$ cat config.mk
export PLATFORM = sky130hd
export DESIGN_NAME = sorb_bank
export DESIGN_NICKNAME = d
export VERILOG_FILES = /design/src/rtl/sorb_pkg.sv /design/src/rtl/sorb_nvm.sv /design/src/rtl/sorb_bank.sv
export VERILOG_INCLUDE_DIRS = /design/src /design/src/rtl
export SDC_FILE = /design/constraint.sdc
export NUM_CORES = 1
export LEC_CHECK = 0
export BUFFER_PORTS_ARGS = -buffer_cell sky130_fd_sc_hd__buf_2
export CAP_MARGIN = 20
export CORE_MARGIN = 8
export CORE_UTILIZATION = 40
export CTS_BUF_LIST = sky130_fd_sc_hd__clkbuf_8 sky130_fd_sc_hd__clkbuf_16
export CTS_CLUSTER_SIZE = 24
export DETAILED_ROUTE_END_ITERATION = 8
export MAX_ROUTING_LAYER = met4
export PLACE_DENSITY = 0.63
export SYNTH_ARGS = -nofsm -noshare
export SYNTH_HDL_FRONTEND = slang
export SYNTH_SLANG_ARGS = --single-unit
$ cat constraint.sdc
create_clock -name ref_clk -period 3.83 [get_ports ref_clk]
set_clock_uncertainty 0.1 [all_clocks]
set_input_delay 0.1915 -clock ref_clk [delete_from_list [all_inputs] [get_ports ref_clk]]
set_output_delay 0.1915 -clock ref_clk [all_outputs]
set_load 0.05 [all_outputs]
$ cat src/rtl/sorb_regs.svh
// register offsets, field positions, reset values and timing counts of the scratch/offset/id bank
`ifndef SORB_REGS_SVH
`define SORB_REGS_SVH
`define SORB_ADDR_UNLOCK 8'h04
`define SORB_ADDR_WORD_A 8'h05
`define SORB_ADDR_WORD_B 8'h06
`define SORB_ADDR_OFFSET 8'h07
`define SORB_ADDR_WORD_C 8'h08
`define SORB_ADDR_IDENT 8'h0F
`define SORB_UNLOCK_BIT 15
`define SORB_BUSY_BIT 14
`define SORB_REV_MSB 15
`define SORB_REV_LSB 12
`define SORB_PART_MSB 11
`define SORB_PART_LSB 0
`define SORB_OFFSET_RESET 16'h0000
`define SORB_UNLOCK_RESET 16'h0000
// arbitrary revision and part codes, not those of any real part
`define SORB_REV_VALUE 4'h5
`define SORB_PART_VALUE 12'hA5C
`define SORB_TEMP_MAX 16'h7FFF
`define SORB_TEMP_MIN 16'h8000
`define SORB_PROG_TIME_US 7
`define SORB_CLK_MHZ 125
`define SORB_PROG_CYCLES ((`SORB_PROG_TIME_US * `SORB_CLK_MHZ))
`endif

$ cat src/rtl/sorb_pkg.sv
// types of the scratch/offset/id bank
package sorb_pkg;
   typedef enum logic [1:0] {sorb_load_a, sorb_load_b, sorb_load_c, sorb_idle} sorb_state_type;
   typedef logic [1:0] sorb_cell_type;
endpackage

$ cat src/rtl/sorb_nvm.sv
// small nonvolatile cell array model with registered read data
`timescale 1ns/100ps
module sorb_nvm
   import sorb_pkg::*;
(
   input wire logic ref_clk,
   input wire logic wr_en,
   input wire sorb_cell_type wr_cell,
   input wire logic [15:0] wr_data,
   input wire sorb_cell_type rd_cell,
   output logic [15:0] rd_data
);
   // cell 3 is the fourth cell, kept but not mapped to a register
   logic [15:0] mem [0:3];

   always_ff @(posedge ref_clk) begin
      if (wr_en) begin
         mem[wr_cell] <= wr_data;
      end
   end

   always_ff @(posedge ref_clk) begin
      rd_data <= mem[rd_cell];
   end
endmodule

$ cat src/rtl/sorb_bank.sv
// user store words, temperature offset with saturation, and identification word
`timescale 1ns/100ps
`include "sorb_regs.svh"
module sorb_bank
   import sorb_pkg::*;
(
   input wire logic ref_clk,
   input wire logic resetn,
   input wire logic reg_wr,
   input wire logic reg_rd,
   input wire logic [7:0] reg_addr,
   input wire logic [15:0] reg_wdata,
   input wire logic temp_valid,
   input wire logic [15:0] temp_lin,
   output logic [15:0] reg_rdata_q,
   output logic [15:0] temp_out_q,
   output logic temp_out_valid_q,
   output logic nvm_busy_q,
   output logic nvm_unlock_control_q
);
   // ******************************
   // helpers
   // ******************************
   function automatic logic [15:0] sat_add(input logic [15:0] a, input logic [15:0] b);
      logic [16:0] s;
      s = {a[15], a} + {b[15], b};
      if (s[16] != s[15]) begin
         sat_add = s[16] ? `SORB_TEMP_MIN : `SORB_TEMP_MAX;
      end else begin
         sat_add = s[15:0];
      end
   endfunction

   function automatic logic is_word(input logic [7:0] a);
      is_word = (a == `SORB_ADDR_WORD_A) || (a == `SORB_ADDR_WORD_B) || (a == `SORB_ADDR_WORD_C);
   endfunction

   function automatic sorb_cell_type cell_of(input logic [7:0] a);
      case (a)
         `SORB_ADDR_WORD_A: cell_of = 2'h0;
         `SORB_ADDR_WORD_B: cell_of = 2'h1;
         default: cell_of = 2'h2;
      endcase
   endfunction

   // ******************************
   // state
   // ******************************
   localparam int prog_cycles = `SORB_PROG_CYCLES;
   localparam logic [15:0] unlock_reset = `SORB_UNLOCK_RESET;
   sorb_state_type state_q;
   logic [15:0] word_a_q, word_b_q, word_c_q, offset_q;
   logic load_pend_q;
   logic [15:0] prog_cnt_q;
   logic nvm_wr;
   sorb_cell_type nvm_rd_cell;
   logic [15:0] nvm_rd_data;
   logic host_word_wr;
   logic [15:0] ident;

   assign ident = {`SORB_REV_VALUE, `SORB_PART_VALUE}; // arbitrary id value
   // word writes during load or programming are dropped to keep register and cell coherent
   assign host_word_wr = reg_wr && is_word(reg_addr) && !nvm_busy_q;
   assign nvm_wr = host_word_wr && nvm_unlock_control_q;

   always_comb begin
      case (state_q)
         sorb_load_a: nvm_rd_cell = 2'h0;
         sorb_load_b: nvm_rd_cell = 2'h1;
         default: nvm_rd_cell = 2'h2;
      endcase
   end

   sorb_nvm u_nvm (
      .ref_clk(ref_clk),
      .wr_en(nvm_wr),
      .wr_cell(cell_of(reg_addr)),
      .wr_data(reg_wdata),
      .rd_cell(nvm_rd_cell),
      .rd_data(nvm_rd_data)
   );

   // ******************************
   // power-up load sequence
   // ******************************
   always_ff @(posedge ref_clk or negedge resetn) begin
      if (!resetn) begin
         state_q <= sorb_load_a;
         load_pend_q <= 1'b0;
      end else begin
         case (state_q)
            sorb_load_a: begin
               if (load_pend_q) begin
                  state_q <= sorb_load_b;
               end
               load_pend_q <= ~load_pend_q;
            end
            sorb_load_b: begin
               if (load_pend_q) begin
                  state_q <= sorb_load_c;
               end
               load_pend_q <= ~load_pend_q;
            end
            sorb_load_c: begin
               if (load_pend_q) begin
                  state_q <= sorb_idle;
               end
               load_pend_q <= ~load_pend_q;
            end
            default: begin
               state_q <= sorb_idle;
               load_pend_q <= 1'b0;
            end
         endcase
      end
   end

   // ******************************
   // user store words
   // ******************************
   always_ff @(posedge ref_clk or negedge resetn) begin
      if (!resetn) begin
         word_a_q <= 16'h0000;
         word_b_q <= 16'h0000;
         word_c_q <= 16'h0000;
      end else if (load_pend_q && state_q != sorb_idle) begin
         case (state_q)
            sorb_load_a: word_a_q <= nvm_rd_data;
            sorb_load_b: word_b_q <= nvm_rd_data;
            default: word_c_q <= nvm_rd_data;
         endcase
      end else if (host_word_wr) begin
         case (reg_addr)
            `SORB_ADDR_WORD_A: word_a_q <= reg_wdata;
            `SORB_ADDR_WORD_B: word_b_q <= reg_wdata;
            default: word_c_q <= reg_wdata;
         endcase
      end
   end

   // ******************************
   // programming busy timer
   // ******************************
   always_ff @(posedge ref_clk or negedge resetn) begin
      if (!resetn) begin
         prog_cnt_q <= 16'h0000;
      end else if (nvm_wr) begin
         prog_cnt_q <= prog_cycles[15:0];
      end else if (prog_cnt_q != 16'h0000) begin
         prog_cnt_q <= prog_cnt_q - 16'h0001;
      end
   end

   always_ff @(posedge ref_clk or negedge resetn) begin
      if (!resetn) begin
         nvm_busy_q <= 1'b1;
      end else begin
         nvm_busy_q <= nvm_wr || (prog_cnt_q > 16'h0001) ||
            (state_q != sorb_idle && !(state_q == sorb_load_c && load_pend_q));
      end
   end

   // ******************************
   // unlock and offset registers
   // ******************************
   always_ff @(posedge ref_clk or negedge resetn) begin
      if (!resetn) begin
         nvm_unlock_control_q <= unlock_reset[`SORB_UNLOCK_BIT];
         offset_q <= `SORB_OFFSET_RESET;
      end else if (reg_wr) begin
         if (reg_addr == `SORB_ADDR_UNLOCK) begin
            nvm_unlock_control_q <= reg_wdata[`SORB_UNLOCK_BIT];
         end
         if (reg_addr == `SORB_ADDR_OFFSET) begin
            offset_q <= reg_wdata;
         end
      end
   end

   // ******************************
   // offset adder
   // ******************************
   always_ff @(posedge ref_clk or negedge resetn) begin
      if (!resetn) begin
         temp_out_q <= 16'h0000;
         temp_out_valid_q <= 1'b0;
      end else begin
         temp_out_valid_q <= temp_valid;
         if (temp_valid) begin
            temp_out_q <= sat_add(temp_lin, offset_q);
         end
      end
   end

   // ******************************
   // read path
   // ******************************
   always_ff @(posedge ref_clk or negedge resetn) begin
      if (!resetn) begin
         reg_rdata_q <= 16'h0000;
      end else if (reg_rd) begin
         case (reg_addr)
            `SORB_ADDR_UNLOCK: reg_rdata_q <= {nvm_unlock_control_q, nvm_busy_q, 14'h0000};
            `SORB_ADDR_WORD_A: reg_rdata_q <= word_a_q;
            `SORB_ADDR_WORD_B: reg_rdata_q <= word_b_q;
            `SORB_ADDR_OFFSET: reg_rdata_q <= offset_q;
            `SORB_ADDR_WORD_C: reg_rdata_q <= word_c_q;
            `SORB_ADDR_IDENT: reg_rdata_q <= ident;
            default: reg_rdata_q <= 16'h0000;
         endcase
      end
   end
endmodule

==> metrics list, run 1 <==
- The run finished with clean final reports.
- Global-route wire length before repair: 31,700 um
- CTS tree: done
- The die is 160 um tall.
- Power spread over the standard cell area amounts to 431 nW/um2.
- Syn Std Cell Area: 8340 um2
- 80 I/O pins were placed.
- Number of instances in the placed design: 1,070
- Ratio of final minimum period to clock period: 78.5%
- For the pin with the worst max-slew slack, the measured transition is 747 ps.
* Adder-cell share of the synthesized area: 3.09%
- Total overflow reported by the global router: 0
- Post-synthesis sequential area ratio: 56.5%
- Summing the areas of all xor and xnor instances in the mapped netlist gives 2.52% of the synthesized area.
- The synthesized design contains 182 register bits.
- For this run, design rule violations remaining after detail routing come to 0.
* Most used flip-flop cell after synthesis: sky130_fd_sc_hd__dfrtp_1
* Drt initial violations: 425
- For this block, the via count after detailed routing is 5,779.
- After synthesis, the mean cell area works out to 11.3 um2.
* Final Hold Slack: 41.7 ps
- From synthesis to final layout, the design area changed by 17.5%.
* Die span in x: 160 um
- The tool flagged a number of max-cap violations equal to 0.
- The worst setup path is launched from a flop.
- Mux cell area share after synthesis: 8.43%
- Via count of the first global-routing pass: 5,698
* Port Buffers: 79
- Wires add up to 19,700 um.
- VDD sags by at most 0.255 mV.
- After floorplanning, the core was divided into 53 placement rows.
- Crit path time final: 3000 ps
- The synthesized netlist devotes 15.4% of its cell area to compound gates.
* Starting utilization of the core area: 40.2%
- The initial antenna violation count was 0.
- The number of clock buffers added by TritonCTS is 17.
* Share of post-route cells with drive strength above 1: 21.1%
- The floorplan step defined a die boundary enclosing 25,700 um2.
- The tree is rooted in a sky130_fd_sc_hd__clkbuf_16.
- The total area inside the core boundary comes to 20,800 um2.
* Maximum level of the CTS H-tree: 4
* Non-filler cells, final: 1,119
- In this run, synthesis inferred 48 flip-flops with an integrated enable.
- Buffer depth of the longest clock path: 2
* Endpoint required time on the critical path: 4060 ps
- HPWL after detailed placement: 14,200 um
- Summed over all instances, the cell type with the most area after synthesis is sky130_fd_sc_hd__dfrtp_1.
- The final count of hold timing violations was 0.
* Max-Slew Margin vs Limit: 50.1%
* Main combinational cell family by area after synthesis: compound AO/OA/AOI/OAI gates
* Number of clock sinks: 182
- Share of the synthesized area in the top cell type: 35.1%
- Global routing usage summed across all routing layers: 16.0%
* Post-route antenna net violation count: 0
- The number of max-slew violations in the final report is 0.
- Ranked by total cell area, the synthesized netlist is headed by sky130_fd_sc_hd__dfrtp_1 (35%), sky130_fd_sc_hd__edfxtp_1 (17%), sky130_fd_sc_hd__mux2i_1 (4.9%), sky130_fd_sc_hd__o21ai_0 (4.3%), sky130_fd_sc_hd__dfxtp_1 (3.8%).
- For this run, the number of Yosys warnings is 0.
* Met1 GRT Util: 21.0%
- After clock tree synthesis, the clock-pin slew on the worst setup and hold paths is 70 ps.
- The critical path in this run is classified as flop to flop.
- Summing the areas of all and, or, nand and nor instances in the mapped netlist gives 10.6% of the synthesized area.
- Net count of the finished layout: 896
- Maximum number of pins on one net before global-route repair: 58
* Worst Path Arrival: 3230 ps
- Counting every net in the synthesized netlist gives 803.
- For this run, global-route usage on met2 was measured as 24.9%.
- In the final timing run, aggregate negative setup slack is 0 ps.
- Crit Path Max Fanout: 14
- Routability Congestion: 0.880
* Setup crit end kind: flop
* Setup Viol. Count Final: 0
- After synthesis, the share of flip-flops with an asynchronous set or reset is 64.8%.
* Reported leakage power: 4.28 nW
* Fraction of met3 tracks used by global routing: 3.10%
* Achievable Freq: 333 MHz
- The layer flagged by global routing as most heavily used is met2.
- Dividing the detail-routed via count by the number of cells gives 5.16.
* Inserted Diodes: 0
* Post_cts resized: 0
- Distinct cell type count after synthesis: 67
* Worst Hold Class: input pin to flop
- Synthesized instance count: 738
- Unrepaired setup endpoints after global routing: no
* TritonRoute pass-1 iters: 5
- The later pin in the worst-skew pair is clocked with a latency of 430 ps.
- After detailed routing, the average wire length per cell comes to 17.6 um.
-- cell usage after synthesis, types with 9 or more instances --
cell                       count
sky130_fd_sc_hd__a21oi_1      42
sky130_fd_sc_hd__a221oi_1      9
sky130_fd_sc_hd__a22oi_1       9
sky130_fd_sc_hd__clkbuf_1     21
sky130_fd_sc_hd__dfrtp_1     117
sky130_fd_sc_hd__dfxtp_1      16
sky130_fd_sc_hd__edfxtp_1     48
sky130_fd_sc_hd__ha_1         19
sky130_fd_sc_hd__inv_1        30
sky130_fd_sc_hd__mux2_2       24
sky130_fd_sc_hd__mux2i_1      41
sky130_fd_sc_hd__nand2_1      69
sky130_fd_sc_hd__nor2_1       62
sky130_fd_sc_hd__o21ai_0      71
sky130_fd_sc_hd__o22ai_1      10
sky130_fd_sc_hd__o22ai_2      10
sky130_fd_sc_hd__xnor2_1      20
-- registers in the layout, indices dropped and copies added, names as in the netlist --
name	count
reg_rdata_q	16
word_c_q	16
word_b_q	16
offset_q	16
temp_out_q	16
load_pend_q	1
u_nvm.mem	48
word_a_q	16
nvm_busy_q	1
nvm_unlock_control_q	1
u_nvm.rd_data	16
temp_out_valid_q	1
state_q	2
prog_cnt_q	16
-- worst max-delay path, stage by stage, from the launching register on --
cell and delay, ps:
sky130_fd_sc_hd__dfrtp_1 370, sky130_fd_sc_hd__ha_1 200, sky130_fd_sc_hd__inv_1 60, sky130_fd_sc_hd__fa_1 390, sky130_fd_sc_hd__nor2b_1 180, sky130_fd_sc_hd__o2111ai_1 160, sky130_fd_sc_hd__a21oi_1 290, sky130_fd_sc_hd__o21ai_0 200
sky130_fd_sc_hd__a21oi_2 520, sky130_fd_sc_hd__nor2b_1 140, sky130_fd_sc_hd__a221oi_1 280
-- logic make-up (layout without fill, tap and decap cells) --
logic type / Yosys count / after routing
adder cells (fa/ha/maj): 20 / 20
AND/OR/NAND/NOR: 188 / 188
flip-flops: 182 / 182
XOR/XNOR: 24 / 24
AO/OA/AOI/OAI: 191 / 191
buffers and inverters: 67 / 173
multiplexers: 66 / 66
-- final timing paths --
| kind | from | to | slack, ps | depth (start not counted) |
|---|---|---|---|---|
| worst min-delay path | temp_valid | temp_out_valid_q | 40 | 1 |
| max in group asynchronous | resetn | word_c_q[8] | 2580 | 3 |
| worst min register to register | u_nvm.mem[2][1] | u_nvm.rd_data[1] | 350 | 2 |
| min in group asynchronous | resetn | prog_cnt_q[13] | 250 | 2 |
| worst max register to register | offset_q[0] | temp_out_q[12] | 830 | 10 |
| worst max-delay path | offset_q[0] | temp_out_q[12] | 830 | 10 |
-- what timing repair did --
action                    in CTS  in global routing
hold buffers                  17                  0
buffers inserted               0                  0
hold endpoints to repair     108                  0
-- layout by cell type, fill, tap and decap left out, types with 10 or more instances in the layout --
cell type                         n
sky130_fd_sc_hd__dlygate4sd3_1   17
sky130_fd_sc_hd__ha_1            19
sky130_fd_sc_hd__clkbuf_16       18
sky130_fd_sc_hd__o22ai_1         10
sky130_fd_sc_hd__buf_4           16
sky130_fd_sc_hd__inv_1           32
sky130_fd_sc_hd__mux2i_1         41
sky130_fd_sc_hd__o21ai_0         70
sky130_fd_sc_hd__a21oi_1         42
sky130_fd_sc_hd__edfxtp_1        48
sky130_fd_sc_hd__dfxtp_1         16
sky130_fd_sc_hd__dfrtp_1        117
sky130_fd_sc_hd__nor2_1          62
sky130_fd_sc_hd__o22ai_2         10
sky130_fd_sc_hd__xnor2_1         20
sky130_fd_sc_hd__buf_2           78
sky130_fd_sc_hd__nand2_1         69
sky130_fd_sc_hd__mux2_2          24
-- layout make-up --
cell class	instances	area (um2)
tap	275	344
inverter	30	113
clock buffer	18	450
multi-input combinational	489	3370
timing repair buffer	111	681
clock inverter	14	125
sequential	182	4720
fill	1891	11000
-- power breakdown --
group	internal [mW]	switching (mW)	leakage, nW	total [mW]
registers	2.03	0.0280	1.97	2.06
logic	0.155	0.321	2.02	0.476
clock network	0.943	0.751	0.294	1.69
total	3.13	1.10	4.28	4.23
-- routing by layer --
layer / up-vias / share of wire (%) / routed length (um)
li1: 2839 / - / -
met1: 2800 / 47 / 9230
met2: 121 / 47 / 9310
met3: 19 / 4.3 / 850
met4: 0 / 1.6 / 314
met5: - / 0 / 0
-- through the flow --
| step | power, mW | worst slack, ps | instance area, um2 | util, % |
|---|---|---|---|---|
| 2_1_floorplan | 2.41 | 587 | 8340 | - |
| 6_report | 4.23 | 825 | 9800 | 47.2 |
| 3_5_place_dp | 2.56 | 846 | 9050 | 43.6 |
| 5_1_grt | 4.39 | 510 | 9800 | 47.2 |
| 4_1_cts | 4.27 | 829 | 9800 | 47.2 |
| 3_3_place_gp | 2.56 | 956 | 9050 | 43.6 |
(Power assumes the default switching activity.)
==> inputs of run 2 (changes only) <==
--- a/config.mk
+++ b/config.mk
@@ -6,6 +6,7 @@
 export SDC_FILE = /design/constraint.sdc
 export NUM_CORES = 1
 export LEC_CHECK = 0
+export ABC_AREA = 1
 export BUFFER_PORTS_ARGS = -buffer_cell sky130_fd_sc_hd__buf_2
 export CAP_MARGIN = 20
 export CORE_MARGIN = 8
@@ -14,7 +15,7 @@
 export CTS_CLUSTER_SIZE = 24
 export DETAILED_ROUTE_END_ITERATION = 8
 export MAX_ROUTING_LAYER = met4
-export PLACE_DENSITY = 0.63
+export PLACE_DENSITY = 0.6
 export SYNTH_ARGS = -nofsm -noshare
 export SYNTH_HDL_FRONTEND = slang
 export SYNTH_SLANG_ARGS = --single-unit
==> constraint.sdc (replaced) <==
create_clock -name ref_clk -period 3.15 [get_ports ref_clk]
set_clock_uncertainty 0.1 [all_clocks]
set_input_delay 0.1575 -clock ref_clk [delete_from_list [all_inputs] [get_ports ref_clk]]
set_output_delay 0.1575 -clock ref_clk [all_outputs]
set_load 0.05 [all_outputs]
==> metrics list, run 2 <==
- Status: complete, no violations (unchanged).
- Unrepaired setup endpoints after global routing: no (unchanged)
- The vertical die dimension was 164 um (was 160 um).
* Clk Latency, worst-skew pair: 440 ps (was 430 ps)
* Max-capacitance violation count: 0 (unchanged)
- The final routed wire length divided by cell count was 15.7 um (was 17.6 um).
* Ratio of final minimum period to clock period: 86.2% (was 78.5%)
- Slowest Stage Delay on Critical Path: 530 ps (was 520 ps)
- The fraction of final layout cells sized beyond drive strength 1 was 14.9% (was 21.1%).
- Area of the core: 21,600 um2 (was 20,800 um2)
- Port Buffers: 79 (unchanged)
* Maximum number of pins on one net before global-route repair: 52 (was 58)
- Main combinational cell family by area after synthesis: simple AND/OR/NAND/NOR gates (was compound AO/OA/AOI/OAI gates)
* Worst IR drop on VDD: 0.380 mV (was 0.255 mV)
- Share of the synthesized area in the top cell type: 33.6% (was 35.1%)
* Routability Congestion: 0.873 (was 0.880)
- The fraction of synthesized area in multiplexers came to 0% (was 8.43%).
* TritonRoute pass-1 iters: 5 (unchanged)
* Number of vias after detailed routing: 6,914 (was 5,779)
- Endpoint required time on the critical path: 3330 ps (was 4060 ps)
* Final WL: 22,100 um (was 19,700 um)
- Starting utilization of the core area: 40.3% (was 40.2%)
- The average size of a mapped cell is 8.58 um2 (was 11.3 um2).
* Final Util: 47.2% (about the same)
- Synth Area in Compound Gates: 8.98% (was 15.4%)
- Via count of the first global-routing pass: 6,863 (was 5,698)
- CTS tree: done (unchanged)
- The clock sink total came to 182 (unchanged).
* Cell family contributing the most delay on the critical path: simple AND/OR/NAND/NOR gates (was compound AO/OA/AOI/OAI gates)
* Fraction of met3 tracks used by global routing: 3.15% (was 3.10%)
- Hold_buf cts: 19 (was 17)
* HPWL after detailed placement: 15,700 um (was 14,200 um)
- The count of inserted antenna diode cells came to 0 (unchanged).
* Clock-pin slew reported for the worst setup and hold paths after clock tree synthesis: 70 ps (about the same)
- Setup Viol. Count Final: 0 (unchanged)
- Buffer and inverter count on the worst path: 1 (unchanged)
- Clock buffer count from CTS: 17 (unchanged)
* Cell type contributing the most total cell area after synthesis: sky130_fd_sc_hd__dfrtp_1 (unchanged)
- CP max-delay cell: sky130_fd_sc_hd__a21oi_2 (unchanged)
- The most used routing layer is met2 (unchanged).
- Setup crit end kind: flop (unchanged)
- Leading post-synthesis cells by instance count: sky130_fd_sc_hd__nand2_1 (371), sky130_fd_sc_hd__dfrtp_1 (117), sky130_fd_sc_hd__inv_1 (98) (was sky130_fd_sc_hd__dfrtp_1 (117), sky130_fd_sc_hd__o21ai_0 (71), sky130_fd_sc_hd__nand2_1 (69)).
* Crit Path Max Fanout: 14 (unchanged)
- Number of synthesized flops with an enable pin: 48 (unchanged)
- Post-route antenna net violation count: 0 (unchanged)
- The top flip-flop cell by instance count after synthesis is sky130_fd_sc_hd__dfrtp_1 (unchanged).
- The share of synthesized registers carrying an async set or reset is 64.8% (unchanged).
* Crit Path Class: flop to flop (unchanged)
- The xor/xnor share of the synthesized area was 1.61% (was 2.52%).
- DR vias/cell: 4.91 (was 5.16)
- Worst Hold Class: input pin to flop (unchanged)
- Post_cts resized: 0 (unchanged)
- Distinct cell type count after synthesis: 43 (was 67)
- The worst relative slew slack was 33.1% (was 50.1%).
- The deepest level of the CTS H-tree was 4 (unchanged).
- The global routing met1 resource utilization came to 23.6% (was 21.0%).
- The register name with the most flops is u_nvm.mem (unchanged).
* Syn Std Cell Area: 8710 um2 (was 8340 um2)
- The synthesis-to-finish area growth came to 17.2% (was 17.5%).
* Post-synthesis sequential area ratio: 54.2% (was 56.5%)
- Most frequent cell after synthesis: sky130_fd_sc_hd__nand2_1 (was sky130_fd_sc_hd__dfrtp_1)
- Placement Rows: 54 (was 53)
- Antenna violations before repair: 0 (unchanged)
- Global routing usage summed across all routing layers: 17.6% (was 16.0%)
- The timing-limited maximum frequency is 368 MHz (was 333 MHz).
* Total I/O pin count: 80 (unchanged)
- The number of setup buffers added after CTS was 0 (unchanged).
- Leading cell types in the layout, fill and taps excluded: sky130_fd_sc_hd__nand2_1 (371), sky130_fd_sc_hd__dfrtp_1 (117), sky130_fd_sc_hd__inv_1 (100), sky130_fd_sc_hd__buf_2 (78), sky130_fd_sc_hd__nand3_1 (66) (was sky130_fd_sc_hd__dfrtp_1 (117), sky130_fd_sc_hd__buf_2 (78), sky130_fd_sc_hd__o21ai_0 (70), sky130_fd_sc_hd__nand2_1 (69), sky130_fd_sc_hd__nor2_1 (62)).
* Largest cells by area after synthesis: sky130_fd_sc_hd__dfrtp_1 (34%), sky130_fd_sc_hd__edfxtp_1 (17%), sky130_fd_sc_hd__nand2_1 (16%), sky130_fd_sc_hd__inv_1 (4.2%), sky130_fd_sc_hd__nand3_1 (3.8%) (was sky130_fd_sc_hd__dfrtp_1 (35%), sky130_fd_sc_hd__edfxtp_1 (17%), sky130_fd_sc_hd__mux2i_1 (4.9%), sky130_fd_sc_hd__o21ai_0 (4.3%), sky130_fd_sc_hd__dfxtp_1 (3.8%))
* Worst Path Arrival: 2900 ps (was 3230 ps)
- Die span in x: 164 um (was 160 um)
- The detailed-route DRC error count is 0 (unchanged).
- Most common library cell in the layout ignoring fill and taps: sky130_fd_sc_hd__nand2_1 (was sky130_fd_sc_hd__dfrtp_1)
- The final global-route overflow total is 0 (unchanged).
* Global-route wire length before repair: 36,100 um (was 31,700 um)
- Post-route setup TNS: 0 ps (unchanged)
- The minimum clock period after layout is 2720 ps (was 3000 ps).
- Worst-path cell chain: ha_1 -> inv_1 -> fa_1 -> nand3b_1 -> nand2_1 -> nand2_1 -> nand2_1 -> nand2_1 -> nand3_1 -> nand2_1 -> a21oi_2 -> a21oi_1 (was ha_1 -> inv_1 -> fa_1 -> nor2b_1 -> o2111ai_1 -> a21oi_1 -> o21ai_0 -> a21oi_2 -> nor2b_1 -> a221oi_1).
- The post-synthesis simple-gate area fraction is 25.7% (was 10.6%).
- Critical R2R Launch: offset_q[0] (unchanged)
- The power density of the placed cells came to 508 nW/um2 (was 431 nW/um2).
- The clock root buffer master was sky130_fd_sc_hd__clkbuf_16 (unchanged).
* Transition time at the pin with the least slew margin: 1000 ps (was 747 ps)
* Category of the worst setup path launch point: flop (unchanged)
- Total area of multi-input combinational cells: 3420 um2 (was 3370 um2)
* Nets in the synthesized netlist: 1,080 (was 803)
- Number of flip-flops in the largest register: 48 (unchanged)
- Final max-slew violation count: 0 (unchanged)
* Most common cell on crit path: sky130_fd_sc_hd__nand2_1 (was sky130_fd_sc_hd__nor2b_1)
- The number of fill cells in the layout came to 2,185 (was 1,891).
* GR Util met2: 26.7% (was 24.9%)
* Floorplan die area: 26,700 um2 (was 25,700 um2)
* Warning count from the yosys run: 0 (unchanged)
* Launching element of the worst setup path: offset_q[0] (unchanged)
* Beginning of the worst hold path: reg_rd (was temp_valid)
- Net count of the finished layout: 1,181 (was 896)
* Reported leakage power: 4.99 nW (was 4.28 nW)
- Adder-cell share of the synthesized area: 2.96% (was 3.09%)
* Buffer depth of the longest clock path: 2 (unchanged)
- Seq cells post-synth: 182 (unchanged)
- Drt initial violations: 496 (was 425)
- Synthesized instance count: 1,015 (was 738)
* Combined flip-flop and latch cell area: 4720 um2 (unchanged)
* Fin. Hold Viols: 0 (unchanged)
-- run 2: through the flow --
stage	cells	total power, mW	area, um2	hold WS, ps	setup slack, ps
after global routing	1409	5.38	10200	50.0	252
after detailed placement	1358	3.02	9410	140	458
final	1409	5.19	10200	13.5	433
after global placement	1358	3.01	9410	130	507
after CTS	1409	5.25	10200	1.60	448
after floorplan	1015	2.84	8710	-238	841
-- run 2: layout make-up --
type / count / area share [%]
flip-flops and latches: 182 / 46.2
clock inverters: 13 / 1.41
inverters: 105 / 3.86
clock buffers: 19 / 4.55
well taps: 280 / 3.43
repair buffers: 114 / 7.06
multi-input cells: 696 / 33.5
-- run 2: cell families (layout without fill, tap and decap cells) --
kind of cell	count (synthesis)	in the layout
and+or+nand+nor	534	534
DFF	182	182
buffers and inverters	137	251
AOI/OAI and AO/OA	126	126
adders and majority gates	20	20
xor gates and xnor gates	16	16
-- run 2: tightest hold or removal path, cell delays in order --
cell                      delay (ps)
sky130_fd_sc_hd__buf_2           210
sky130_fd_sc_hd__nand2_1         100
sky130_fd_sc_hd__nand2_1          40
-- run 2: layer usage --
metal / wire length, um / vias to the layer above
met5: 0 / -
met4: 346 / 0
met3: 1020 / 19
met2: 9980 / 158
met1: 10700 / 3241
li1: - / 3496
-- run 2: path summary, 6_finish.rpt --
| check | to | slack (ps) | depth (start not counted) |
|---|---|---|---|
| worst max-delay path | temp_out_q[12] | 430 | 12 |
| worst min-delay path | reg_rdata_q[12] | 10 | 3 |
| worst max register to register | temp_out_q[12] | 430 | 12 |
| max in group asynchronous | nvm_busy_q | 1970 | 3 |
| worst min register to register | u_nvm.rd_data[10] | 330 | 2 |
| min in group asynchronous | temp_out_q[4] | 190 | 2 |
-- run 2: power breakdown --
part	total, mW	switching (mW)	internal (mW)	leakage, nW
Clock	2.21	0.956	1.25	0.307
Combinational	0.490	0.350	0.140	2.69
Sequential	2.49	0.0307	2.46	2.00
==> inputs of run 3 (changes only) <==
==> constraint.sdc (replaced) <==
create_clock -name ref_clk -period 2.8 [get_ports ref_clk]
set_clock_uncertainty 0.1 [all_clocks]
set_input_delay 0.14 -clock ref_clk [delete_from_list [all_inputs] [get_ports ref_clk]]
set_output_delay 0.14 -clock ref_clk [all_outputs]
set_load 0.05 [all_outputs]
==> metrics list, run 3 (synthesis results as in run 2) <==
- Status: complete, no violations (unchanged)
* Worst Hold Class: input pin to flop (unchanged)
* Total area of multi-input combinational cells: 3420 um2 (unchanged)
- Endpoint required time on the critical path: 3020 ps (was 3330 ps)
- Area of the core: 21,600 um2 (unchanged)
- Final max-slew violation count: 0 (unchanged)
- The worst relative slew slack came to 35.4% (was 33.1%).
- Leading cell types in the layout, fill and taps excluded: sky130_fd_sc_hd__nand2_1 (371), sky130_fd_sc_hd__dfrtp_1 (117), sky130_fd_sc_hd__inv_1 (98), sky130_fd_sc_hd__buf_2 (78), sky130_fd_sc_hd__nand3_1 (66) (was sky130_fd_sc_hd__nand2_1 (371), sky130_fd_sc_hd__dfrtp_1 (117), sky130_fd_sc_hd__inv_1 (100), sky130_fd_sc_hd__buf_2 (78), sky130_fd_sc_hd__nand3_1 (66)).
- The first-iteration detailed-routing DRC count came to 588 (was 496).
- The minimum clock period after layout is 2460 ps (was 2720 ps).
* Achievable Freq: 407 MHz (was 368 MHz)
* Min-Delay Path Depth: 6 (was 3)
- The most prevalent standard cell on the critical path is sky130_fd_sc_hd__nand2_1 (unchanged).
- The remaining antenna violation count after routing was 0 (unchanged).
- Cell family contributing the most delay on the critical path: simple AND/OR/NAND/NOR gates (unchanged)
- Cell at the root of the clock tree: sky130_fd_sc_hd__clkbuf_16 (unchanged)
- The number of fill cells in the layout was 2,109 (was 2,185).
* Post-route setup TNS: 0 ps (unchanged)
- Worst R2R Setup Slack: 340 ps (was 430 ps)
* Slowest Stage Delay on Critical Path: 390 ps (was 530 ps)
- The met2 demand-to-capacity share in global routing came to 25.8% (was 26.7%).
- Buffer depth of the longest clock path: 2 (unchanged)
* Fraction of met3 tracks used by global routing: 3.60% (was 3.15%)
- HPWL after detailed placement: 15,400 um (was 15,700 um)
- Transition time at the pin with the least slew margin: 966 ps (was 1000 ps)
* Sw Share: 26.9% (was 25.8%)
- The post-detailed-placement cell area was 9400 um2 (was 9410 um2).
- Switching power of the nets: 1.58 mW (was 1.34 mW)
- Number of flip-flops in the largest register: 48 (unchanged)
* Crit Path Max Fanout: 14 (unchanged)
* Inserted Diodes: 0 (unchanged)
- TritonRoute pass-1 iters: 5 (unchanged)
- The leakage component of the power was 4.99 nW (about the same).
* CTS tree: done (unchanged)
- The capturing point of the worst reg2reg path is temp_out_q[0] (was temp_out_q[12]).
- The fraction of final layout cells sized beyond drive strength 1 is 15.0% (was 14.9%).
- The die span in x came to 164 um (unchanged).
- Vertical die dimension: 164 um (unchanged)
- Pint: 4.28 mW (was 3.85 mW)
* Count of unresolved DRC violations after routing: 0 (unchanged)
- The initial standard-cell utilization of the core came to 40.3% (unchanged).
- The overall power consumption is 5.86 mW (was 5.19 mW).
* DR vias/cell: 4.87 (was 4.91)
- The most used routing layer is met2 (unchanged).
- The sequential cell fraction of total power was 47.9% (was 48.0%).
- The startpoint of the worst register-to-register path is offset_q[0] (unchanged).
- The synthesis-to-finish area growth came to 17.3% (was 17.2%).
- Placement Rows: 54 (unchanged)
* Clock-pin slew reported for the worst setup and hold paths after clock tree synthesis: 70 ps (about the same)
- The total setup violations reported at the end of the flow was 0 (unchanged).
- Detailed-route wire length per cell: 15.6 um (was 15.7 um)
- Buffer and inverter count on the worst path: 2 (was 1)
- Worst-path cell chain: ha_1 -> inv_1 -> fa_1 -> nand3b_1 -> nand2_1 -> nand2_1 -> nand2_1 -> nand2_1 -> nand3_1 -> nand2_1 -> a21oi_2 -> buf_4 -> a21oi_1 (was ha_1 -> inv_1 -> fa_1 -> nand3b_1 -> nand2_1 -> nand2_1 -> nand2_1 -> nand2_1 -> nand3_1 -> nand2_1 -> a21oi_2 -> a21oi_1)
- Beginning of the worst hold path: reg_addr[4] (was reg_rd)
- Fin. Hold Viols: 0 (unchanged)
- Maximum level of the CTS H-tree: 4 (unchanged)
- Register bank with the most flops: u_nvm.mem (unchanged)
- Max-capacitance violation count: 0 (unchanged)
* Antenna violations before repair: 0 (unchanged)
- Clk Latency, worst-skew pair: 450 ps (was 440 ps)
- The first-pass GRT wire length came to 35,700 um (was 36,100 um).
* Worst Path Arrival: 2680 ps (was 2900 ps)
- Most common library cell in the layout ignoring fill and taps: sky130_fd_sc_hd__nand2_1 (unchanged)
- The via total after detailed routing is 6,857 (was 6,914).
- The part of the cycle the worst path needs is 87.7% (was 86.2%).
- Via count of the first global-routing pass: 6,730 (was 6,863)
- The clock sink total is 182 (unchanged).
- Setup crit end kind: flop (unchanged)
- The worst hold slack across all endpoints came to 71.3 ps (was 13.5 ps).
- The cell with the biggest individual delay on the critical path was sky130_fd_sc_hd__dfrtp_1 (was sky130_fd_sc_hd__a21oi_2).
* Maximum number of pins on one net before global-route repair: 119 (was 52)
* Routability Congestion: 0.878 (was 0.873)
* Reg2reg path depth: 13 (was 12)
- The final global-route overflow total was 0 (unchanged).
- Relative contribution of the clock network to total power: 42.7% (was 42.5%)
* Met1 GRT Util: 23.9% (was 23.6%)
- Post-route design area: 10,200 um2 (about the same)
- Power per Cell Area: 573 nW/um2 (was 508 nW/um2)
- Unrepaired setup endpoints after global routing: no (unchanged)
- Combined flip-flop and latch cell area: 4720 um2 (unchanged)
* Port Buffers: 79 (unchanged)
- Net count of the finished layout: 1,181 (unchanged)
- The global routing usage summed across all routing layers was 17.5% (was 17.6%).
- Setup bufs post-CTS: 0 (unchanged)
- Final WL: 22,000 um (was 22,100 um)
* Worst IR drop on VDD: 0.440 mV (was 0.380 mV)
- The category of the most critical setup path was flop to flop (unchanged).
* Share of power burned in combinational logic: 9.4% (was 9.5%)
- The sort of element at the start of the critical path was a flop (unchanged).
- The TritonCTS buffer count came to 17 (unchanged).
- Endpoint with the worst hold slack: nvm_unlock_control_q (was reg_rdata_q[12])
* Floorplan die area: 26,700 um2 (unchanged)
- Total I/O pin count: 80 (unchanged)
[run 3: layout make-up]
| cell class | count | share of cell area (%) |
|---|---|---|
| flip-flops and latches | 182 | 46.1 |
| multi-input cells | 696 | 33.4 |
| clock inverters | 15 | 1.90 |
| inverters | 105 | 3.86 |
| clock buffers | 17 | 4.16 |
| repair buffers | 114 | 7.08 |
| well taps | 280 | 3.43 |
[run 3: worst max-delay path by stage]
stage           startpoint              end  slack, ps  depth (start not counted)
6_report       offset_q[0]    temp_out_q[0]        340                         13
5_1_grt        offset_q[0]    temp_out_q[4]        160                         13
4_1_cts        offset_q[0]    temp_out_q[0]        350                         14
3_5_place_dp   reg_addr[3]     word_b_q[15]        380                         11
3_3_place_gp   reg_addr[3]  u_nvm.mem[1][7]        420                         13
2_1_floorplan  reg_addr[3]  u_nvm.mem[0][0]        510                         11
[run 3: routing by layer]
| layer | share of wire [%] | vias up |
|---|---|---|
| li1 | - | 3484 |
| met1 | 49 | 3180 |
| met2 | 44 | 163 |
| met3 | 5.1 | 30 |
| met4 | 1.9 | 0 |
| met5 | 0 | - |
[run 3: through the flow]
stage | std cells | setup WS [ps] | utilization [%]
after floorplan | 1015 | 508 | -
after global placement | 1357 | 420 | 43.5
after detailed placement | 1357 | 379 | 43.5
after CTS | 1409 | 353 | 47.3
after global routing | 1409 | 156 | 47.3
final | 1409 | 344 | 47.3
[run 3: repair_timing]
action	4_1_cts	5_1_grt
gates resized for setup	0	0
endpoints found under the hold margin	186	0
hold buffers	20	0
[run 3: worst min-delay path, stage by stage]
cell                      delay (ps)
sky130_fd_sc_hd__buf_2            80
sky130_fd_sc_hd__nor2_1           30
sky130_fd_sc_hd__nand2_1         100
sky130_fd_sc_hd__nor3_1           80
sky130_fd_sc_hd__nand2_1          70
sky130_fd_sc_hd__o21ai_0          70
[run 3: power by group through the flow]
stage | Combinational [mW] | Clock, mW | Sequential, mW
after floorplan | 0.214 | 0 | 2.98
after global placement | 0.533 | 0 | 2.86
after detailed placement | 0.539 | 0 | 2.86
after CTS | 0.561 | 2.54 | 2.80
after global routing | 0.611 | 2.66 | 2.81
final | 0.551 | 2.50 | 2.80
